===== config.mk =====
export PLATFORM = sky130hd
export DESIGN_NAME = auto_exposure_control
export DESIGN_NICKNAME = d
export VERILOG_FILES = /design/src/ae_pkg.sv /design/src/auto_exposure_control.sv
export SDC_FILE = /design/constraint.sdc
export NUM_CORES = 2
export LEC_CHECK = 0
export ABC_AREA = 1
export BUFFER_PORTS_ARGS = -buffer_cell sky130_fd_sc_hd__buf_2
export CELL_PAD_IN_SITES_DETAIL_PLACEMENT = 1
export CELL_PAD_IN_SITES_GLOBAL_PLACEMENT = 1
export CORE_UTILIZATION = 35
export CTS_CLUSTER_SIZE = 16
export DETAILED_ROUTE_END_ITERATION = 6
export HOLD_SLACK_MARGIN = 0.03
export PLACE_DENSITY_LB_ADDON = 0.15
export SLEW_MARGIN = 20
export SYNTH_ARGS = -nofsm -noshare
export SYNTH_HDL_FRONTEND = slang
export SYNTH_SLANG_ARGS = --single-unit

===== constraint.sdc =====
create_clock -name core_clk -period 93.9 [get_ports core_clk]
set_input_delay 9.39 -clock core_clk [delete_from_list [all_inputs] [get_ports core_clk]]
set_output_delay 9.39 -clock core_clk [all_outputs]
set_load 0.005 [all_outputs]

===== src/ae_pkg.sv =====
// Constants and carrier types of the auto-exposure controller.
// How it works
// RULE_01: Metering mode counts only under Normal lighting.
// RULE_02: Partial metering reads a central 11% window.
// RULE_03: Exposure stays within its limits.
// RULE_04: Gain stays within its limits.
// RULE_05: Target percent is clamped to the grey limits.
// RULE_06: Bias offsets the target, positive brighter.
// RULE_07: Bias spans -9..9 thirds, default zero.
// RULE_08: Damping 0.0..1.0 sets settling speed, default 0.2.
// RULE_09: Gain priority holds 0 dB and moves exposure.
// RULE_10: Gain priority moves gain once exposure is at maximum.
// RULE_11: Exposure priority fixes 5 ms and moves gain.
// RULE_12: Exposure priority moves exposure once gain is at maximum.
// RULE_13: Selector picks which region copy the region settings address.
// RULE_14: An enabled region replaces the default measuring area.
// RULE_15: Left offset sets the selected region's left edge.
// RULE_16: Top offset sets the selected region's top edge.
// RULE_17: Spot metering reads a central 3% window.
// RULE_18: Width and height set the selected region's extent.
// RULE_19: One mean and one damped update per frame.
package ae_pkg;
    localparam logic [7:0] OFS_CTRL = 8'h00;
    localparam logic [7:0] OFS_EXP_MIN = 8'h04;
    localparam logic [7:0] OFS_EXP_MAX = 8'h08;
    localparam logic [7:0] OFS_GAIN_MIN = 8'h0C;
    localparam logic [7:0] OFS_GAIN_MAX = 8'h10;
    localparam logic [7:0] OFS_GREY = 8'h14;
    localparam logic [7:0] OFS_BIAS = 8'h18;
    localparam logic [7:0] OFS_DAMP = 8'h1C;
    localparam logic [7:0] OFS_ROI_SEL = 8'h20;
    localparam logic [7:0] OFS_ROI_POS = 8'h24;
    localparam logic [7:0] OFS_ROI_SIZE = 8'h28;
    localparam logic [7:0] OFS_STATUS = 8'h2C;
    localparam logic [7:0] OFS_MEAN = 8'h30;
    // Units: exposure us, gain 0.1 dB, grey percent, damping 1/256.
    localparam logic [19:0] EXP_MIN_RST = 20'h0_0064;
    localparam logic [19:0] EXP_MAX_RST = 20'h0_7530;
    localparam logic [19:0] EXP_FIXED_US = 20'h0_1388;
    localparam logic [9:0] GAIN_MIN_RST = 10'h000;
    localparam logic [9:0] GAIN_MAX_RST = 10'h0F0;
    localparam logic [9:0] GAIN_ZERO_DB = 10'h000;
    localparam logic [6:0] GREY_LO_RST = 7'h0A;
    localparam logic [6:0] GREY_HI_RST = 7'h5A;
    localparam logic [6:0] GREY_TGT_RST = 7'h32;
    localparam logic signed [4:0] BIAS_MIN = -5'sd9;
    localparam logic signed [4:0] BIAS_MAX = 5'sd9;
    localparam logic [8:0] DAMP_RST = 9'h033;
    localparam logic [8:0] DAMP_ONE = 9'h100;
    localparam logic [6:0] GREY_PER_THIRD = 7'h03;
    localparam int CTRL_PRIO_BIT = 0;
    localparam int CTRL_LIGHT_LSB = 1;
    localparam int CTRL_METER_LSB = 3;
    localparam int CTRL_ENABLE_BIT = 5;
    // Window scale in 1/256 of each dimension: sqrt(0.03) and sqrt(0.11).
    localparam logic [8:0] SPOT_SCALE = 9'h02C;
    localparam logic [8:0] PART_SCALE = 9'h055;

    typedef enum logic [1:0] {LIGHT_NORMAL = 2'h0, LIGHT_BACK = 2'h1, LIGHT_FRONT = 2'h2}
        lighting_t;
    typedef enum logic [1:0] {METER_AVG = 2'h0, METER_SPOT = 2'h1, METER_PARTIAL = 2'h2}
        metering_t;
    typedef enum logic {ALG_WB = 1'b0, ALG_AE = 1'b1} alg_sel_t;
    typedef enum logic {PRIO_GAIN = 1'b0, PRIO_EXPOSURE = 1'b1} priority_t;

    typedef struct packed {
        logic use_flag;
        logic [11:0] left;
        logic [11:0] top;
        logic [11:0] width;
        logic [11:0] height;
    } region_t;

    typedef struct packed {
        logic [19:0] exposure_us;
        logic [9:0] gain;
    } sensor_ctl_t;
endpackage


===== src/auto_exposure_control.sv =====
// Auto-exposure controller: APB registers, metering and damped exposure/gain loop.
//
// Implementation choices: the APB slave port and the register addresses.
`timescale 1ns/1ps
module auto_exposure_control #(
    parameter int FRAME_W = 2048,
    parameter int FRAME_H = 1536
) (
    // Clock and reset
    input wire logic core_clk,
    input wire logic sys_rst,
    // APB slave
    input wire logic psel,
    input wire logic penable,
    input wire logic pwrite,
    input wire logic [7:0] paddr,
    input wire logic [31:0] pwdata,
    output logic [31:0] prdata,
    output logic pready,
    output logic pslverr,
    // Pixel stream, one pixel per valid cycle
    input wire logic pix_valid,
    input wire logic [7:0] pix_data,
    input wire logic [11:0] pix_x,
    input wire logic [11:0] pix_y,
    input wire logic frame_end,
    // Sensor controls and white-balance region
    output ae_pkg::sensor_ctl_t sensor_ctl,
    output logic sensor_update,
    output ae_pkg::region_t wb_region
);
    // Control and limit registers.
    logic ctl_en, next_ctl_en;
    ae_pkg::priority_t prio, next_prio;
    ae_pkg::lighting_t light, next_light;
    ae_pkg::metering_t meter, next_meter;
    logic [19:0] exp_min, next_exp_min, exp_max, next_exp_max;
    logic [9:0] gain_min, next_gain_min, gain_max, next_gain_max;
    logic [6:0] grey_lo, next_grey_lo, grey_hi, next_grey_hi, grey_tgt, next_grey_tgt;
    logic signed [4:0] bias, next_bias;
    logic [8:0] damp, next_damp;
    ae_pkg::alg_sel_t roi_sel, next_roi_sel;
    ae_pkg::region_t ae_region, next_ae_region, next_wb_region;
    logic [31:0] next_prdata;

    function automatic logic [11:0] scale_dim(input logic [11:0] dim, input logic [8:0] s);
        logic [20:0] p;
        p = 21'(dim) * 21'(s);
        return p[19:8];
    endfunction

    function automatic logic [19:0] clamp20(input logic [20:0] v, input logic [19:0] lo,
                                            input logic [19:0] hi);
        if (v < 21'(lo))
            return lo;
        else if (v > 21'(hi))
            return hi;
        else
            return v[19:0];
    endfunction

    wire logic setup = psel && !penable;
    wire logic wr_en = psel && penable && pwrite;
    wire logic mapped = (paddr[1:0] == 2'h0) && (paddr <= ae_pkg::OFS_MEAN);
    assign pready = 1'b1;
    assign pslverr = psel && penable && !mapped;

    ae_pkg::region_t sel_region;
    assign sel_region = (roi_sel == ae_pkg::ALG_AE) ? ae_region : wb_region; // RULE_13

    logic [7:0] mean_q, next_mean_q;
    logic at_exp_max, at_gain_max;

    always_comb begin
        next_ctl_en = ctl_en;
        next_prio = prio;
        next_light = light;
        next_meter = meter;
        next_exp_min = exp_min;
        next_exp_max = exp_max;
        next_gain_min = gain_min;
        next_gain_max = gain_max;
        next_grey_lo = grey_lo;
        next_grey_hi = grey_hi;
        next_grey_tgt = grey_tgt;
        next_bias = bias;
        next_damp = damp;
        next_roi_sel = roi_sel;
        next_ae_region = ae_region;
        next_wb_region = wb_region;
        next_prdata = prdata;
        if (wr_en && mapped) begin
            case (paddr)
                ae_pkg::OFS_CTRL: begin
                    next_prio = ae_pkg::priority_t'(pwdata[ae_pkg::CTRL_PRIO_BIT]);
                    next_light = ae_pkg::lighting_t'(pwdata[ae_pkg::CTRL_LIGHT_LSB +: 2]);
                    next_meter = ae_pkg::metering_t'(pwdata[ae_pkg::CTRL_METER_LSB +: 2]);
                    next_ctl_en = pwdata[ae_pkg::CTRL_ENABLE_BIT];
                end
                ae_pkg::OFS_EXP_MIN: next_exp_min = pwdata[19:0];
                ae_pkg::OFS_EXP_MAX: next_exp_max = pwdata[19:0];
                ae_pkg::OFS_GAIN_MIN: next_gain_min = pwdata[9:0];
                ae_pkg::OFS_GAIN_MAX: next_gain_max = pwdata[9:0];
                ae_pkg::OFS_GREY: begin
                    next_grey_tgt = pwdata[6:0];
                    next_grey_lo = pwdata[14:8];
                    next_grey_hi = pwdata[22:16];
                end
                ae_pkg::OFS_BIAS: begin
                    // Out-of-range bias saturates at +/-3 stops.
                    if ($signed(pwdata[7:0]) > 8'(ae_pkg::BIAS_MAX))
                        next_bias = ae_pkg::BIAS_MAX; // RULE_07
                    else if ($signed(pwdata[7:0]) < 8'(ae_pkg::BIAS_MIN))
                        next_bias = ae_pkg::BIAS_MIN; // RULE_07
                    else
                        next_bias = pwdata[4:0]; // RULE_07
                end
                ae_pkg::OFS_DAMP: begin
                    next_damp = (pwdata > 32'(ae_pkg::DAMP_ONE)) ? ae_pkg::DAMP_ONE
                        : pwdata[8:0]; // RULE_08
                end
                ae_pkg::OFS_ROI_SEL: begin
                    next_roi_sel = ae_pkg::alg_sel_t'(pwdata[0]); // RULE_13
                    if (pwdata[0])
                        next_ae_region.use_flag = pwdata[8]; // RULE_14
                    else
                        next_wb_region.use_flag = pwdata[8]; // RULE_14
                end
                ae_pkg::OFS_ROI_POS: begin
                    if (roi_sel == ae_pkg::ALG_AE) begin
                        next_ae_region.left = pwdata[11:0]; // RULE_15
                        next_ae_region.top = pwdata[27:16]; // RULE_16
                    end else begin
                        next_wb_region.left = pwdata[11:0]; // RULE_15
                        next_wb_region.top = pwdata[27:16]; // RULE_16
                    end
                end
                ae_pkg::OFS_ROI_SIZE: begin
                    if (roi_sel == ae_pkg::ALG_AE) begin
                        next_ae_region.width = pwdata[11:0]; // RULE_18
                        next_ae_region.height = pwdata[27:16]; // RULE_18
                    end else begin
                        next_wb_region.width = pwdata[11:0]; // RULE_18
                        next_wb_region.height = pwdata[27:16]; // RULE_18
                    end
                end
                default: ;
            endcase
        end
        if (setup) begin
            case (paddr)
                ae_pkg::OFS_CTRL: next_prdata = {26'h0, ctl_en, meter, light, prio};
                ae_pkg::OFS_EXP_MIN: next_prdata = {12'h000, exp_min};
                ae_pkg::OFS_EXP_MAX: next_prdata = {12'h000, exp_max};
                ae_pkg::OFS_GAIN_MIN: next_prdata = {22'h0, gain_min};
                ae_pkg::OFS_GAIN_MAX: next_prdata = {22'h0, gain_max};
                ae_pkg::OFS_GREY: next_prdata = {9'h0, grey_hi, 1'b0, grey_lo, 1'b0, grey_tgt};
                ae_pkg::OFS_BIAS: next_prdata = {{27{bias[4]}}, bias};
                ae_pkg::OFS_DAMP: next_prdata = {23'h0, damp};
                ae_pkg::OFS_ROI_SEL: next_prdata = {23'h0, sel_region.use_flag, 7'h0, roi_sel};
                ae_pkg::OFS_ROI_POS: next_prdata = {4'h0, sel_region.top, 4'h0, sel_region.left};
                ae_pkg::OFS_ROI_SIZE:
                    next_prdata = {4'h0, sel_region.height, 4'h0, sel_region.width};
                ae_pkg::OFS_STATUS: next_prdata = {30'h0, at_gain_max, at_exp_max};
                ae_pkg::OFS_MEAN: next_prdata = {24'h0, mean_q};
                default: next_prdata = 32'h0;
            endcase
        end
    end

    always_ff @(posedge core_clk) begin
        if (sys_rst) begin
            ctl_en <= 1'b0;
            prio <= ae_pkg::PRIO_GAIN;
            light <= ae_pkg::LIGHT_NORMAL;
            meter <= ae_pkg::METER_AVG;
            exp_min <= ae_pkg::EXP_MIN_RST;
            exp_max <= ae_pkg::EXP_MAX_RST;
            gain_min <= ae_pkg::GAIN_MIN_RST;
            gain_max <= ae_pkg::GAIN_MAX_RST;
            grey_lo <= ae_pkg::GREY_LO_RST;
            grey_hi <= ae_pkg::GREY_HI_RST;
            grey_tgt <= ae_pkg::GREY_TGT_RST;
            bias <= '0;
            damp <= ae_pkg::DAMP_RST;
            roi_sel <= ae_pkg::ALG_WB;
            ae_region <= '0;
            wb_region <= '0;
            prdata <= 32'h0;
        end else begin
            ctl_en <= next_ctl_en;
            prio <= next_prio;
            light <= next_light;
            meter <= next_meter;
            exp_min <= next_exp_min;
            exp_max <= next_exp_max;
            gain_min <= next_gain_min;
            gain_max <= next_gain_max;
            grey_lo <= next_grey_lo;
            grey_hi <= next_grey_hi;
            grey_tgt <= next_grey_tgt;
            bias <= next_bias;
            damp <= next_damp;
            roi_sel <= next_roi_sel;
            ae_region <= next_ae_region;
            wb_region <= next_wb_region;
            prdata <= next_prdata;
        end
    end

    // Metering window selection.
    logic [11:0] win_x0, win_y0, win_w, win_h;
    ae_pkg::metering_t eff_meter;
    always_comb begin
        eff_meter = (light == ae_pkg::LIGHT_NORMAL) ? meter : ae_pkg::METER_AVG; // RULE_01
        win_x0 = '0;
        win_y0 = '0;
        win_w = 12'(FRAME_W);
        win_h = 12'(FRAME_H);
        if (ae_region.use_flag) begin
            win_x0 = ae_region.left; // RULE_14
            win_y0 = ae_region.top;
            win_w = ae_region.width;
            win_h = ae_region.height;
        end else begin
            case (eff_meter)
                ae_pkg::METER_SPOT: begin
                    win_w = scale_dim(12'(FRAME_W), ae_pkg::SPOT_SCALE); // RULE_17
                    win_h = scale_dim(12'(FRAME_H), ae_pkg::SPOT_SCALE); // RULE_17
                end
                ae_pkg::METER_PARTIAL: begin
                    win_w = scale_dim(12'(FRAME_W), ae_pkg::PART_SCALE); // RULE_02
                    win_h = scale_dim(12'(FRAME_H), ae_pkg::PART_SCALE); // RULE_02
                end
                default: ;
            endcase
            win_x0 = 12'((FRAME_W - int'(win_w)) / 2);
            win_y0 = 12'((FRAME_H - int'(win_h)) / 2);
        end
    end

    // Per-frame sums; software must not move the window mid-frame.
    logic [31:0] acc, next_acc, cnt, next_cnt;
    logic [19:0] exp_q, next_exp_q;
    logic [9:0] gain_q, next_gain_q;
    logic next_update;
    wire logic in_win = pix_valid && pix_x >= win_x0 && pix_x < win_x0 + win_w
                        && pix_y >= win_y0 && pix_y < win_y0 + win_h;

    always_comb begin
        logic [7:0] mean_now;
        logic [6:0] tgt_pct;
        logic signed [9:0] tgt_raw;
        logic [7:0] tgt_lvl;
        logic signed [9:0] err;
        logic signed [20:0] step;
        tgt_pct = grey_tgt;
        mean_now = (cnt == 0) ? 8'h00 : 8'(acc / cnt); // RULE_19
        tgt_raw = 10'(grey_tgt) + 10'(bias) * 10'(ae_pkg::GREY_PER_THIRD); // RULE_06
        if (tgt_raw < 10'(grey_lo))
            tgt_pct = grey_lo; // RULE_05
        else if (tgt_raw > 10'(grey_hi))
            tgt_pct = grey_hi; // RULE_05
        else
            tgt_pct = tgt_raw[6:0]; // RULE_05
        tgt_lvl = 8'((16'(tgt_pct) * 16'd255) / 16'd100);
        err = 10'(tgt_lvl) - 10'(mean_now);
        step = 21'($signed(err) * $signed({1'b0, damp}));
        next_acc = acc;
        next_cnt = cnt;
        next_mean_q = mean_q;
        next_exp_q = clamp20(21'(exp_q), exp_min, exp_max); // RULE_03
        next_gain_q = (gain_q > gain_max) ? gain_max : gain_q; // RULE_04
        next_gain_q = (next_gain_q < gain_min) ? gain_min : next_gain_q; // RULE_04
        next_update = 1'b0;
        if (in_win) begin
            next_acc = acc + 32'(pix_data);
            next_cnt = cnt + 32'h0000_0001;
        end
        if (frame_end) begin
            next_acc = '0;
            next_cnt = '0;
            next_mean_q = mean_now; // RULE_19
            if (ctl_en) begin
                next_update = 1'b1; // RULE_19
                if (prio == ae_pkg::PRIO_GAIN) begin
                    if (at_exp_max && err > 0)
                        next_gain_q = 10'(clamp20(21'(gain_q) + 21'(step >>> 8),
                                      20'(gain_min), 20'(gain_max))); // RULE_10
                    else begin
                        next_gain_q = (ae_pkg::GAIN_ZERO_DB < gain_min) ? gain_min
                            : ae_pkg::GAIN_ZERO_DB; // RULE_09
                        next_exp_q = clamp20(21'(exp_q) + (step <<< 2),
                                             exp_min, exp_max); // RULE_09
                    end
                end else begin
                    if (at_gain_max && err > 0)
                        next_exp_q = clamp20(21'(exp_q) + (step <<< 2),
                                             exp_min, exp_max); // RULE_12
                    else begin
                        next_exp_q = clamp20(21'(ae_pkg::EXP_FIXED_US), exp_min, exp_max); // RULE_11
                        next_gain_q = 10'(clamp20(21'(gain_q) + 21'(step >>> 8),
                                      20'(gain_min), 20'(gain_max))); // RULE_11
                    end
                end
            end
        end
    end

    assign at_exp_max = (exp_q >= exp_max);
    assign at_gain_max = (gain_q >= gain_max);

    always_ff @(posedge core_clk) begin
        if (sys_rst) begin
            acc <= '0;
            cnt <= '0;
            mean_q <= 8'h00;
            exp_q <= ae_pkg::EXP_FIXED_US;
            gain_q <= ae_pkg::GAIN_ZERO_DB;
            sensor_ctl <= '0;
            sensor_update <= 1'b0;
        end else begin
            acc <= next_acc;
            cnt <= next_cnt;
            mean_q <= next_mean_q;
            exp_q <= next_exp_q;
            gain_q <= next_gain_q;
            sensor_ctl <= '{exposure_us: next_exp_q, gain: next_gain_q};
            sensor_update <= next_update;
        end
    end
endmodule


# Word level (Yosys, flattened, before mapping)

Index checks and enable logic that the tools add are counted.

Output and inout bits: 114
Bits of input ports: 79
Word-level logic and storage cells: 166
Register bits after elaboration: 355

Magnitude comparators: 24
$mul: 3
Eq/ne operators: 14
Bitwise logic cells: 5
Div/mod/pow operators: 2
Add/subtract/negate cells: 12
Reduce and logical (&&, ||, !) cells: 35
Multiplexer cells: 39

Operators with widths:

| kind                                                                  | number |
|---|---|
| 32-bit case mux with 13 select lines                                  | 1 |
| 20-bit two-way mux                                                    | 11 |
| 10-bit two-way mux                                                    | 10 |
| 12-bit two-way mux                                                    | 6 |
| 49-bit two-way mux                                                    | 1 |
| 8-bit by 6-bit == test with 1-bit output, second input constant       | 5 |
| 32-bit by 1-bit adder with 32-bit output, second input constant       | 1 |
| 32-bit by 8-bit adder with 32-bit output                              | 1 |
| 32-bit by 32-bit divider with 32-bit output                           | 1 |
| 8-bit by 5-bit == test with 1-bit output, second input constant       | 4 |
| 32-bit by 9-bit > comparator with 1-bit output, second input constant | 1 |
| 32-bit logical NOT                                                    | 1 |
| 12-bit by 1-bit adder with 12-bit output                              | 2 |
| 12-bit adder                                                          | 2 |
| 12-bit greater-or-equal comparator                                    | 2 |
| 12-bit less-than comparator                                           | 2 |
| 12-bit case mux with 2 select lines                                   | 1 |
| 11-bit case mux with 2 select lines                                   | 1 |
| 20-bit by 21-bit adder with 21-bit output                             | 1 |
| 21-bit by 10-bit > comparator with 1-bit output                       | 1 |
| 21-bit by 20-bit > comparator with 1-bit output                       | 1 |
| 21-bit by 10-bit less-than comparator with 1-bit output               | 1 |
| 21-bit by 20-bit less-than comparator with 1-bit output               | 1 |
| 20-bit greater-or-equal comparator                                    | 1 |
| 42 further kinds                                                      | 75 |

# Logic depth before layout (Yosys ltp)

Depth after elaboration: 17
Gate-level depth with buffers: 582
Mapped depth without buffers: 572

# Worst setup path before layout

Ideal clock, no wire load.

Kind: reg-to-reg
From: register cnt[7]
To: register exp_q[3]
Setup time: 125 ps
Path buffers: 16
Path slack: 21390 ps
Stages on the path, launching flop included: 556
Clock period less this slack: 72510 ps
Data required time: 93775 ps
Data arrival time: 72385 ps
Cell sequence: dfxtp_1 -> inv_1 -> nand2_1 -> nor2_1 -> nand3_1 -> nor2_2 -> nand2_1 -> nand2_1 -> nand2_1 -> ha_1 -> nand2_1 -> nor2_1 -> nand3_1 -> a21oi_1 -> nand2_1 -> and2_1 -> ha_1 -> nand2_1 -> (+520 left out) -> nand2_1 -> nand2_1 -> nand2_1 -> inv_1 -> ha_1 -> nand2_1 -> inv_1 -> a221oi_1 -> o21bai_1 -> o41ai_1 -> nand2_1 -> clkbuf_1 -> o211ai_1 -> o21ai_0 -> o21ai_0 -> o211ai_1 -> nand2_1 -> nand2_1

Word-level cells in the longest chain between the ends: 12
Elaborated cells on any way between the ends: 18
Those cells by class: 2 x add/sub; 1 x mul; 1 x div; 3 x order compare; 8 x mux; 3 x reduce/logical

Ends and longest elaborated chain:

| what                                                                                     | RTL line                                                   | source |
|---|---|---|
| start: declaration                                                                       | auto_exposure_control.sv:243                               | `logic [31:0] acc, next_acc, cnt, next_cnt;` |
| start signal: assignment                                                                 | auto_exposure_control.sv:324                               | `cnt <= next_cnt;` |
| 32-bit by 32-bit divider with 32-bit output / 32-bit logical NOT (equally long branches) | auto_exposure_control.sv:258                               | `mean_now = (cnt == 0) ? 8'h00 : 8'(acc / cnt);` |
| 8-bit two-way mux (*)                                                                    | auto_exposure_control.sv:258                               |  |
| 8-bit by 8-bit subtractor with 9-bit output (*)                                          | auto_exposure_control.sv:267                               | `err = 10'(tgt_lvl) - 10'(mean_now);` |
| 9-bit by 10-bit multiplier with 19-bit output                                            | auto_exposure_control.sv:268                               | `step = 21'($signed(err) * $signed({1'b0, damp}));` |
| 20-bit by 21-bit adder with 21-bit output                                                | auto_exposure_control.sv:293, auto_exposure_control.sv:298 |  |
| 21-bit by 20-bit > comparator with 1-bit output                                          | auto_exposure_control.sv:56                                | `else if (v > 21'(hi))` |
| 20-bit two-way mux                                                                       | auto_exposure_control.sv:56                                |  |
| 20-bit two-way mux                                                                       | auto_exposure_control.sv:54                                | `if (v < 21'(lo))` |
| 20-bit two-way mux, on equally long branches                                             | auto_exposure_control.sv:287, auto_exposure_control.sv:297 |  |
| 20-bit two-way mux (*)                                                                   | auto_exposure_control.sv:286                               | `if (prio == ae_pkg::PRIO_GAIN) begin` |
| 20-bit two-way mux (*)                                                                   | auto_exposure_control.sv:284                               | `if (ctl_en) begin` |
| 20-bit two-way mux (*)                                                                   | auto_exposure_control.sv:280                               | `if (frame_end) begin` |
| end signal: assignment                                                                   | auto_exposure_control.sv:318                               | `exp_q <= ae_pkg::EXP_FIXED_US;` |
| end signal: assignment                                                                   | auto_exposure_control.sv:326                               | `exp_q <= next_exp_q;` |
| end: declaration                                                                         | auto_exposure_control.sv:244                               | `logic [19:0] exp_q, next_exp_q;` |

Every way passes the cells marked *; elsewhere a longest branch is shown, timed or not.
A chain may end at the register's enable or synchronous reset.

# Worst setup path after layout

From: register cnt[15]
To: register sensor_ctl[29] in the netlist's numbering

Word-level cells in the longest chain between the ends: 12
Elaborated cells on any way between the ends: 18
Those cells by class: 2 x add/sub; 1 x mul; 1 x div; 3 x order compare; 8 x mux; 3 x reduce/logical

Ends and longest elaborated chain:

| what                                                                                     | RTL line                                                   | source |
|---|---|---|
| 32-bit by 32-bit divider with 32-bit output / 32-bit logical NOT (equally long branches) | auto_exposure_control.sv:258                               |  |
| 8-bit two-way mux (*)                                                                    | auto_exposure_control.sv:258                               |  |
| 8-bit by 8-bit subtractor with 9-bit output (*)                                          | auto_exposure_control.sv:267                               |  |
| 9-bit by 10-bit multiplier with 19-bit output                                            | auto_exposure_control.sv:268                               |  |
| 20-bit by 21-bit adder with 21-bit output                                                | auto_exposure_control.sv:293, auto_exposure_control.sv:298 |  |
| 21-bit by 20-bit > comparator with 1-bit output                                          | auto_exposure_control.sv:56                                |  |
| 20-bit two-way mux                                                                       | auto_exposure_control.sv:56                                |  |
| 20-bit two-way mux                                                                       | auto_exposure_control.sv:54                                |  |
| 20-bit two-way mux, on equally long branches                                             | auto_exposure_control.sv:287, auto_exposure_control.sv:297 |  |
| 20-bit two-way mux (*)                                                                   | auto_exposure_control.sv:286                               |  |
| 20-bit two-way mux (*)                                                                   | auto_exposure_control.sv:284                               |  |
| 20-bit two-way mux (*)                                                                   | auto_exposure_control.sv:280                               |  |
| end signal: assignment                                                                   | auto_exposure_control.sv:328                               | `sensor_ctl <= '{exposure_us: next_exp_q, gain: next_gain_q};` |
| end: declaration                                                                         | auto_exposure_control.sv:28                                | `output ae_pkg::sensor_ctl_t sensor_ctl,` |

Marks and branches as above.

==> results.ini <==
[drt]
drt-vias-per-instance = 5.44
wirelength_um = 235000
detailedRoute.firstIterationViolations = 2869
tritonroute_pass_1_iters = 6
route.detailed.drc = 0
wl_per_cell_um = 20.8
drt.antenna.violating_nets = 0
dr_total_vias = 61500

[yosys]
postSynthRegisterBits = 337
ys_dominant_reg_cell = sky130_fd_sc_hd__dfxtp_1
synth_sequential_area_ratio_pct = 11.8
postSynthNetCount = 10100
syn_area_mm2 = 0.0570
synth_enable_flop_cells = 0
yosysWarningCount = 0
syn_area_per_cell_um2 = 6.31
netlist_instances = 9040
number_of_different_library_cells_in_the_post_synthesis_netlist = 80
synth-async-reset-ratio_pct = 0

[placed_design]
pre_cts_ws_ps = -106
hpwl_um = 187000
placement.io_buffers = 191
finalWeightedCongestion = 0.904

[die]
floorplan.io_pins = 193
die_width_um = 406
num_rows = 147
coreArea_mm2 = 0.161
starting_density_of_the_core_pct = 35.4
design.die.area_mm2 = 0.165
die_height_um = 406

[global_route]
vias_in_the_first_global_route = 63200
initial_antenna_violation_count = 4
globalRouteOverflowTotal = 0
global_route_wire_length_before_repair_um = 363000
largest_net_degree_at_the_start_of_global_routing = 78
groute.usage.overall_pct = 28.0

[setup_path]
cpPeakStageDelay_ps = 550
worstSetupStartpointType = flip-flop
timing_worst_setup_path_type = reg -> reg
cp_top_family = simple AND/OR/NAND/NOR gates
worst_ep_required_time_ps = 94420
critical_path_s_slowest_cell = sky130_fd_sc_hd__fa_1
critPathMostFrequentCell = sky130_fd_sc_hd__nand2_1
arrival_ps = 85980
crit_fanout = 37
crit_buf_inv = 83
sort_of_element_at_the_end_of_the_critical_path = flip-flop

[clocking]
htree_levels = 2
cts_tree = done
cts_buffer_depth = 3
cts_made_buffers = 44
worstSkewPairLatency_ps = 660
cts.sinks = 337
cts_root_buf = sky130_fd_sc_hd__clkbuf_16
cts.clk_slew.worst_paths_ps = 60

[timing]
worst_slack_ps = 8450
fin_hold_viols = 0
timing.final.crit_share_pct = 91.0
finClkSkew_ps = 74.6
slew_headroom_pct = 25.2
layout_min_cycle_time_ps = 85450
clock.fmax_ghz = 0.0117
transition_time_at_the_pin_with_the_least_slew_margin_ps = 1120
setup_viol = 0
finalMaxSlewViolations = 0
fin_tns_setup_ps = 0

[finish]
layout.filler_cells = 21400
area_taken_by_multi_input_logic_gates_mm2 = 0.0441
mostFrequentLayoutCells = sky130_fd_sc_hd__nand2_1 (2027), sky130_fd_sc_hd__inv_1 (1319), sky130_fd_sc_hd__a21oi_1 (923)
final_net_count = 10200
area.sequential_mm2 = 0.00675
synthesis_to_layout_area_growth_pct = 9.24
layout_commonest_cell = sky130_fd_sc_hd__nand2_1
layout-drive-gt1-share_pct = 7.12

[hold_path]
hold_crit_class = reg -> reg

[run_status]
run_status = complete, no violations

[run]
maxCapViolCount = 0

==> Yosys cell counts, types with 18 or more instances <==
cell	n	area, um^2
sky130_fd_sc_hd__o21bai_1	74	556
sky130_fd_sc_hd__clkinv_1	23	86.3
sky130_fd_sc_hd__o21ai_0	690	3450
sky130_fd_sc_hd__a21oi_1	927	4640
sky130_fd_sc_hd__nor2_1	543	2040
sky130_fd_sc_hd__inv_2	22	82.6
sky130_fd_sc_hd__a31oi_1	28	175
sky130_fd_sc_hd__a211oi_1	32	240
sky130_fd_sc_hd__o221ai_1	21	184
sky130_fd_sc_hd__or2_2	55	344
sky130_fd_sc_hd__a21boi_0	24	180
sky130_fd_sc_hd__buf_4	26	195
sky130_fd_sc_hd__and2_1	19	119
sky130_fd_sc_hd__nor4_1	44	275
sky130_fd_sc_hd__xor2_1	300	2630
sky130_fd_sc_hd__nand3_1	375	1880
sky130_fd_sc_hd__o21ai_1	46	230
sky130_fd_sc_hd__xnor2_1	159	1390
sky130_fd_sc_hd__dfxtp_1	337	6750
sky130_fd_sc_hd__inv_1	1340	5030
sky130_fd_sc_hd__nand2_1	2034	7630
sky130_fd_sc_hd__a221oi_1	34	298
sky130_fd_sc_hd__o21a_1	19	143
sky130_fd_sc_hd__nor3_1	119	596
sky130_fd_sc_hd__o21ai_2	20	175
sky130_fd_sc_hd__ha_1	878	11000
sky130_fd_sc_hd__nand2_2	33	206
sky130_fd_sc_hd__fa_1	79	1580
sky130_fd_sc_hd__clkbuf_1	194	728
sky130_fd_sc_hd__a21o_1	33	248
sky130_fd_sc_hd__nand4_1	107	669
sky130_fd_sc_hd__o211ai_1	109	818
sky130_fd_sc_hd__o22ai_1	41	257
sky130_fd_sc_hd__o31ai_1	26	195
sky130_fd_sc_hd__buf_2	18	90.1
==> state kept, by name (all words and copies together), names as in the netlist, 5 cells and up <==
register,count
damp,9
grey_lo,7
grey_hi,7
bias,5
exp_max,20
prdata,29
mean_q,8
gain_max,10
acc,32
exp_min,20
sensor_ctl,20
wb_region,49
gain_min,10
gain_q,10
exp_q,5
cnt,32
grey_tgt,7
ae_region,49
==> path summary, 6_finish.rpt <==
kind,depth (start not counted),to,slack [ps],startpoint
max,547,sensor_ctl[29],8450,cnt[15]
min,2,prdata[27],460,prdata[27]
max reg2reg,547,sensor_ctl[29],8450,cnt[15]
min reg2reg,2,prdata[27],460,prdata[27]
==> per-layer routing <==
| metal | part of all wire [%] | GRT usage, % | up-vias |
|---|---|---|---|
| li1 | - | - | 30300 |
| met1 | 43 | 33.9 | 29700 |
| met2 | 49 | 50.5 | 1163 |
| met3 | 3.1 | 2.21 | 406 |
| met4 | 4.6 | 11.6 | 4 |
| met5 | 0.011 | 0 | - |
==> cell type report <==
| class | count | share of cell area, % |
|---|---|---|
| repair buffers | 301 | 2.92 |
| multi-input cells | 7046 | 70.8 |
| repair inverters | 4 | 0.0402 |
| well taps | 2160 | 4.34 |
| clock buffers | 60 | 2.02 |
| inverters | 1385 | 8.43 |
| flip-flops and latches | 337 | 10.8 |
| clock inverters | 19 | 0.593 |
| diodes | 2 | 0.00803 |
==> tightest hold or removal path: stages (launching register included) <==
cell and delay (ps):
sky130_fd_sc_hd__dfxtp_1 310, sky130_fd_sc_hd__nand2_1 60, sky130_fd_sc_hd__a21oi_1 50
==> cell families (layout without fill, tap and decap cells) <==
logic type / after synthesis / after routing / synth area share (%)
and+or+nand+nor: 3407 / 3408 / 25.3
adders and majority gates: 957 / 957 / 22.0
xor gates and xnor gates: 462 / 462 / 7.14
buffers and inverters: 1658 / 1769 / 11.4
muxes: 18 / 18 / 0.318
DFF: 337 / 337 / 11.8
other: 1 / 3 / 0.00658
AOI/OAI and AO/OA: 2200 / 2200 / 21.9
==> metrics by stage <==
stage,hold WS (ps),util (%),area (um^2),std cells
2_1_floorplan,424,-,57000,9040
5_1_grt,496,38.7,62300,11300
4_1_cts,469,38.3,61700,11300
3_5_place_dp,458,37.2,60000,11200
3_3_place_gp,453,37.2,60000,11200
6_report,465,38.7,62300,11300
==> repair_timing <==
item / in CTS / in global routing
resized for setup: 3 / 101
hold endpoints to repair: 0 / 0
pin swaps: 0 / 5
endpoints found under the setup margin: 35 / 35
gates cloned: 0 / 5
hold buffers: 0 / 0
buffers inserted: 0 / 32
Power is left out: the tool's default activity adds up to more than one toggle a clock period on the data nets, which glitch-free logic cannot reach.
